**src/rtl/car_pkg.sv**
```systemverilog
// package: offsets, field layouts, reset values and types of the current result registers
package car_pkg;
    // register offsets on the device register interface
    localparam logic [7:0] CAR_OFS_IIN_HI = 8'h17;
    localparam logic [7:0] CAR_OFS_IIN_LO = 8'h18;
    localparam logic [7:0] CAR_OFS_ICH_HI = 8'h19;
    localparam logic [7:0] CAR_OFS_ICH_LO = 8'h1A;
    // reset values
    localparam logic [7:0]  CAR_RST_BYTE   = 8'h00;
    localparam logic [15:0] CAR_RST_IIN    = 16'h0000;
    localparam logic [14:0] CAR_RST_ICH    = 15'h0000;
    // field layout
    localparam int CAR_IIN_W       = 16;
    localparam int CAR_ICH_W       = 15;
    localparam int CAR_ICH_HI_W    = 7;
    localparam int CAR_RSVD_BIT    = 7;
    localparam logic CAR_RSVD_VAL  = 1'b0;
    // conversion rate encoding
    localparam logic CAR_RATE_CONT = 1'b0;
    localparam logic CAR_RATE_ONE  = 1'b1;

    // converter control bits from neighbouring control registers
    typedef struct packed {
        logic conv_en;
        logic conv_rate;
        logic input_current_conv_off;
        logic charge_current_conv_off;
    } car_ctrl_t;

    // one sample delivered by the converter
    typedef struct packed {
        logic        valid;
        logic [15:0] input_current;
        logic [14:0] charge_current;
    } car_sample_t;

    // register read port
    typedef struct packed {
        logic       rd;
        logic [7:0] addr;
    } car_rdreq_t;
endpackage

```
**src/rtl/car_capture.sv**
```systemverilog
// module: update gating for a converter sample according to enable, rate and disables
`timescale 1ns/100ps
module car_capture
    import car_pkg::*;
(
    // clock and reset
    input  wire logic        clk,
    input  wire logic        resetn,
    // control and sample
    input  wire car_ctrl_t   ctrl,
    input  wire car_sample_t sample,
    input  wire logic        reg_reset,
    // update strobes and one-shot state
    output logic             upd_iin,
    output logic             upd_ich,
    output logic             oneshot_done
);
    logic one_taken_q;
    logic one_taken_d;
    logic conv_ok;

    // enable and rate gate
    // one-shot takes just the first sample after enable or register reset; re-arms when enable drops or on register reset
    assign conv_ok = ctrl.conv_en && sample.valid &&
                     (ctrl.conv_rate == CAR_RATE_CONT || !one_taken_q);
    assign upd_iin = conv_ok && !ctrl.input_current_conv_off;
    assign upd_ich = conv_ok && !ctrl.charge_current_conv_off;
    assign oneshot_done = one_taken_q;

    // one-shot bookkeeping
    assign one_taken_d = (!ctrl.conv_en || reg_reset) ? 1'b0 :
                         (conv_ok && ctrl.conv_rate == CAR_RATE_ONE) ? 1'b1 : one_taken_q;

    always_ff @(posedge clk or negedge resetn) begin
        if (!resetn) begin
            one_taken_q <= 1'b0;
        end else begin
            one_taken_q <= one_taken_d;
        end
    end
endmodule

```
**src/rtl/car_result_regs.sv**
```systemverilog
// module: read-only input current and charge current result registers
`timescale 1ns/100ps
module car_result_regs
    import car_pkg::*;
(
    // clock and reset
    input  wire logic        clk,
    input  wire logic        resetn,
    // device control
    input  wire car_ctrl_t   ctrl,
    input  wire logic        reg_reset,
    input  wire logic        watchdog_expired,
    // converter sample, same clock domain
    input  wire car_sample_t sample,
    // register read port
    input  wire car_rdreq_t  rdreq,
    output logic [7:0]       rdata,
    output logic             rhit,
    // state
    output logic             oneshot_done
);
    logic [15:0] iin_q;
    logic [15:0] iin_d;
    logic [14:0] ich_q;
    logic [14:0] ich_d;
    logic [7:0]  rdata_q;
    logic [7:0]  rdata_d;
    logic        upd_iin;
    logic        upd_ich;
    logic [7:0]  ich_hi_byte;

    // update gating lives in a small helper
    car_capture u_car_capture (
        .clk          (clk),
        .resetn       (resetn),
        .ctrl         (ctrl),
        .sample       (sample),
        .reg_reset    (reg_reset),
        .upd_iin      (upd_iin),
        .upd_ich      (upd_ich),
        .oneshot_done (oneshot_done)
    );

    // register reset clears
    // watchdog is deliberately not used here; results survive its expiry
    // signed sample stored as is
    assign iin_d = reg_reset ? CAR_RST_IIN : (upd_iin ? sample.input_current : iin_q);
    assign ich_d = reg_reset ? CAR_RST_ICH : (upd_ich ? sample.charge_current : ich_q);

    always_ff @(posedge clk or negedge resetn) begin
        if (!resetn) begin
            iin_q <= CAR_RST_IIN;
            ich_q <= CAR_RST_ICH;
        end else begin
            iin_q <= iin_d;
            ich_q <= ich_d;
        end
    end

    assign ich_hi_byte = {CAR_RSVD_VAL, ich_q[CAR_ICH_W-1:8]};

    // one decode of the four result offsets, shared by the hit flag and the unmapped-read data check
    function automatic logic is_result_addr(input logic [7:0] addr);
        return addr == CAR_OFS_IIN_HI || addr == CAR_OFS_IIN_LO ||
               addr == CAR_OFS_ICH_HI || addr == CAR_OFS_ICH_LO;
    endfunction

    // byte split of the input current
    // byte split of the charge current
    assign rhit = rdreq.rd && is_result_addr(rdreq.addr);
    assign rdata_d = !rdreq.rd                  ? rdata_q :
                     rdreq.addr == CAR_OFS_IIN_HI ? iin_q[15:8] :
                     rdreq.addr == CAR_OFS_IIN_LO ? iin_q[7:0] :
                     rdreq.addr == CAR_OFS_ICH_HI ? ich_hi_byte :
                     rdreq.addr == CAR_OFS_ICH_LO ? ich_q[7:0] : CAR_RST_BYTE;

    // read-only, only a read data latch
    always_ff @(posedge clk or negedge resetn) begin
        if (!resetn) begin
            rdata_q <= CAR_RST_BYTE;
        end else begin
            rdata_q <= rdata_d;
        end
    end
    assign rdata = rdata_q;
endmodule

```
**config.mk**
```make
export PLATFORM = sky130hd
export DESIGN_NAME = car_result_regs
export DESIGN_NICKNAME = d
export VERILOG_FILES = /design/src/rtl/car_pkg.sv /design/src/rtl/car_capture.sv /design/src/rtl/car_result_regs.sv
export SDC_FILE = /design/constraint.sdc
export NUM_CORES = 1
export LEC_CHECK = 0
export ABC_CLOCK_PERIOD_IN_PS = 2300
export BUFFER_PORTS_ARGS = -buffer_cell sky130_fd_sc_hd__clkbuf_2
export CORE_MARGIN = 3
export CORE_UTILIZATION = 23
export CTS_BUF_LIST = sky130_fd_sc_hd__clkbuf_8
export DETAILED_ROUTE_END_ITERATION = 7
export HOLD_SLACK_MARGIN = 0.05
export PLACE_DENSITY = 0.43
export SYNTH_ARGS = -nofsm -noshare
export SYNTH_HDL_FRONTEND = slang
export SYNTH_SLANG_ARGS = --single-unit
```
**constraint.sdc**
```tcl
create_clock -name clk -period 2.3 [get_ports clk]
set_input_delay 0.115 -clock clk [delete_from_list [all_inputs] [get_ports clk]]
set_output_delay 0.115 -clock clk [all_outputs]
set_load 0.005 [all_outputs]
```
After elaboration in Yosys (flattened, before gate mapping)
Cells that the tools add are included.
- eq/ne operators: 4
- multiplexer cells: 10
- bitwise logic cells: 1
- reductions and logical operators: 18
- operators by type and width (kind ; count):
    $eq A8 B5 Y1 const B ; 4
    $mux W16 ; 2
    $mux W8 ; 4
    $mux W15 ; 2
    $logic_and A1 B1 Y1 ; 6
    $reduce_bool A2 Y1 ; 3
    $logic_or A1 B1 Y1 ; 5
    $logic_not A1 Y1 ; 4
    $mux W1 ; 2
    $not A1 Y1 ; 1
- bits in registers: 40
- logic and storage cells: 37

Longest topological paths before layout
- word-level depth: 6
- gate-level depth with buffers: 5
- depth with buffers taken out: 3

By module
Synthesis repeated with hierarchy kept, for this count alone.
- cells, all modules: 165
- area total of the unflattened synthesis: 1916.8 um2
- by module, submodules not included (module ; instances ; cells an instance ; area an instance (um2) ; sequential area each (um2)):
    car_result_regs ; 1 ; 159 ; 1855.5 ; 975.9
    car_capture ; 1 ; 6 ; 61.3 ; 25.0

Least setup slack after synthesis
Ideal clock, no wire load.
- path kind: register -> register
- from: reg u_car_capture.one_taken_q, in the netlist u_car_capture.oneshot_done
- to: reg ich_q[0]
- setup time: 0.136 ns
- data arrival time: 1.055 ns
- data required time: 2.164 ns
- path slack: 1.108 ns
- stages on the path, launching flop included: 6
- path buffers: 2
- path through: dfrtp_1 and2_1 clkbuf_1 buf_2 o31ai_1 a21oi_1
- word-level cells in the longest chain between the ends: 5
- RTL lines (what ; line ; source):
    start, declared ; car_capture.sv:18 ; logic one_taken_q;
    start signal, assigned ; car_capture.sv:38 ; one_taken_q <= one_taken_d;
    $logic_not A1 Y1 ; car_capture.sv:25 ; (ctrl.conv_rate == CAR_RATE_CONT || !one_taken_q);
    $logic_or A1 B1 Y1 ; car_capture.sv:25 ;
    $logic_and A1 B1 Y1 ; car_capture.sv:24 ; assign conv_ok = ctrl.conv_en && sample.valid &&
    $logic_and A1 B1 Y1 ; car_capture.sv:27 ; assign upd_ich = conv_ok && !ctrl.charge_current_conv_off;
    $reduce_bool A2 Y1 (no source line) ; n/a ;
    end signal, assigned ; car_result_regs.sv:56 ; ich_q <= ich_d;
    end, declared ; car_result_regs.sv:24 ; logic [14:0] ich_q;
No other way between the ends.
A chain may end at the register's enable or synchronous reset.

Worst setup path in the final report
- from: reg ich_q[1]
- to: reg rdata_q[1], in the netlist rdata[1]
- word-level cells in the longest chain between the ends: 4
- RTL lines (what ; line ; source):
    $mux W8 ; car_result_regs.sv:75 ; rdreq.addr == CAR_OFS_ICH_LO ? ich_q[7:0] : CAR_RST_BYTE;
    $mux W8 ; car_result_regs.sv:74 ; rdreq.addr == CAR_OFS_ICH_HI ? ich_hi_byte :
    $mux W8 ; car_result_regs.sv:73 ; rdreq.addr == CAR_OFS_IIN_LO ? iin_q[7:0] :
    $mux W8 ; car_result_regs.sv:72 ; rdreq.addr == CAR_OFS_IIN_HI ? iin_q[15:8] :
    end signal, assigned ; car_result_regs.sv:82 ; rdata_q <= rdata_d;
    end, declared ; car_result_regs.sv:26 ; logic [7:0] rdata_q;
No other way between the ends.

==> flow_summary.ini <==
[final_layout]
utilization = 0.295
syn2layout_area_growth_pct = 21.2
fin_nets = 306
num_antenna_cells = 0
stdcell_count = 384
drive_gt1_frac = 0.306

[drt]
routed_wl_um = 6520
ant_nets = 0
wl_per_cell_um = 17.0
drt_first_iter_violations = 87
dr.pass1.iters = 4
drc = 0
detail_route.vias_per_cell = 4.99
vias = 1916

[timing]
finalClockSkew_ps = 6.33
setup_viol = 0
maxSlewViolCount = 0
fin_ws_ps = 951
finalCriticalPeriod_ps = 1350
fin_setup_tns_ps = 0
hold_viol = 0
max_slew_margin = 0.518
tightest_slew_ps = 724
finalCritPeriodShare = 0.586
rsz0062_at_grt = no
fmax_mhz = 742

[grt]
grt_usage = 0.127
grt_pass1_wl_um = 10600
antenna_found_initial = 0
globalRouteOverflowTotal = 0
grt_pass1_vias = 2046
grt_max_degree = 41

[logic_synthesis]
yosys_warnings = 0
ys_top_cells_by_count = dfrtp_1 (40), a21oi_1 (33), nand4b_1 (32), o31ai_1 (31), clkbuf_1 (18)
synth_cells = 213
synthArstFlopShare = 1.00
synth_area_leader_cell = dfrtp_1
synth_seq_area_share = 0.458
synth.most_common_cell = dfrtp_1
post-synth-top-area-fraction = 0.458
netlist_top_cells_area = dfrtp_1 (46%), nand4b_1 (13%), o31ai_1 (11%), a21oi_1 (7.6%), mux2_2 (3.6%)
synth.net_count = 262
synth-edff-count = 0
synth_cell_types = 25
syn_area_per_cell_um2 = 10.3
ys_ff_latch = 40
synthesis.area_um2 = 2180
synthFlopType = dfrtp_1

[die]
dieArea_um2 = 10700
num_rows = 34
die_h_um = 103
start_util = 0.243
core_area_um2 = 8980
die_w_um = 103
num_io_pins = 59

[power_and_ir_drop]
switching_power_w = 0.000366
vdd_drop_max_mv = 0.252
combinationalPowerShare = 0.133
p_per_area_nw_per_um2 = 528
switching_share = 0.262
seq_power_share = 0.524
p_leak_nw = 1.12
finalPower_w = 0.00140
clockPowerShare = 0.344
internal-power_w = 0.00103

[placed_design]
dp.cells = 375
gp_congestion = 0.724
dp_slack_ps = 834
dp_hpwl_um = 4360
port_buffers = 57

[setup_path]
worstSetupStartpointType = flip-flop
end_kind = flip-flop
path_delay_family = compound AO/OA/AOI/OAI gates
cp_cell_sequence = mux2_2 > a221oi_1 > o32ai_1
crit_path_max_fanout = 2
cp_data_arrival_time_ps = 1520
slowest_stage = a221oi_1
slowest_delay_ps = 420
cp.buffers_inverters = 0
path_class = reg -> reg
required_ps = 2470

[cts]
clk_path_buf_depth = 2
clk_latency_ps = 290
post_cts_buffers = 0
clock_sinks = 40
htreeDepth = 2
cts-root-buf = clkbuf_8
clk_pin_slew_ps = 80
cts_tree = built
cts-buffers-inserted = 5

[flow_run]
drv_cap = 0

[hold_path]
hp-class = in -> reg

[status]
run_status = completed
==> layer usage <==
| metal | vias up | part of all wire | track usage |
|---|---|---|---|
| met5 | - | 0 | 0 |
| met4 | 0 | 0.013 | 0.0359 |
| met3 | 6 | 0.049 | 0.0275 |
| met2 | 54 | 0.44 | 0.188 |
| met1 | 933 | 0.49 | 0.187 |
| li1 | 923 | - | - |
==> cells in the final DEF (no fill, tap or decap), types with 2 or more instances in the layout <==
cell type / n
o31ai_1: 31
dfrtp_1: 40
mux2_2: 7
a221oi_1: 6
clkbuf_2: 57
inv_1: 10
nor2_1: 7
a21oi_1: 33
nand4b_1: 32
and2_1: 2
nand2_1: 4
buf_4: 5
o32ai_1: 7
clkbuf_8: 6
==> power groups by stage <==
stage | Combinational [W] | Clock (W) | Sequential, W
finish | 0.000186 | 0.000480 | 0.000732
detailed placement | 0.000188 | 0 | 0.000746
global placement | 0.000186 | 0 | 0.000747
global route | 0.000208 | 0.000533 | 0.000735
floorplan | 0.000101 | 0 | 0.000742
CTS | 0.000189 | 0.000498 | 0.000732
==> registers in the layout, summed over array words and instances (netlist names) <==
signal / cells
ich_q: 15
iin_q: 16
rdata: 8
u_car_capture.oneshot_done: 1
==> cell families after synthesis <==
family	share of synthesized area
AO/OA/AOI/OAI	0.247
flip-flops	0.458
buffers and inverters	0.0670
multiplexers	0.0430
AND/OR/NAND/NOR	0.184
==> what timing repair did <==
item	CTS	global route
hold buffers	1	0
gates resized for setup	0	0
hold endpoints to repair	40	0
==> per-stage QoR <==
step / area, um^2 / hold slack (ps)
after floorplan: 2180 / -181
after global placement: 2550 / 224
after detailed placement: 2550 / 216
after CTS: 2650 / 67.1
after global routing: 2650 / 66.3
final: 2650 / 72.7
==> worst reg2reg max path: stages, from the launching register on <==
cell and delay, ps:
dfrtp_1 390, mux2_2 280, a221oi_1 420, o32ai_1 130
==> final timing paths <==
path | to | startpoint | slack, ps | depth (start not counted)
setup / recovery | rdata[1] | ich_q[1] | 950 | 3
hold / removal | ich_q[3] | sample[3] | 70 | 3
setup reg to reg | rdata[1] | ich_q[1] | 950 | 3
hold reg to reg | rdata[7] | rdata[7] | 530 | 2
max in group asynchronous | rdata[5] | resetn | 1510 | 3
min in group asynchronous | u_car_capture.oneshot_done | resetn | 420 | 3
==> cell type report <==
type                            count  area, um^2
Clock buffer                        6        82.6
Clock inverter                      2        7.51
Fill cell                         959        6330
Inverter                            8        30.0
Multi-Input combinational cell    139        1040
Sequential cell                    40        1000
Tap cell                          126         158
Timing Repair Buffer               63         333
(Power assumes the default switching activity.)
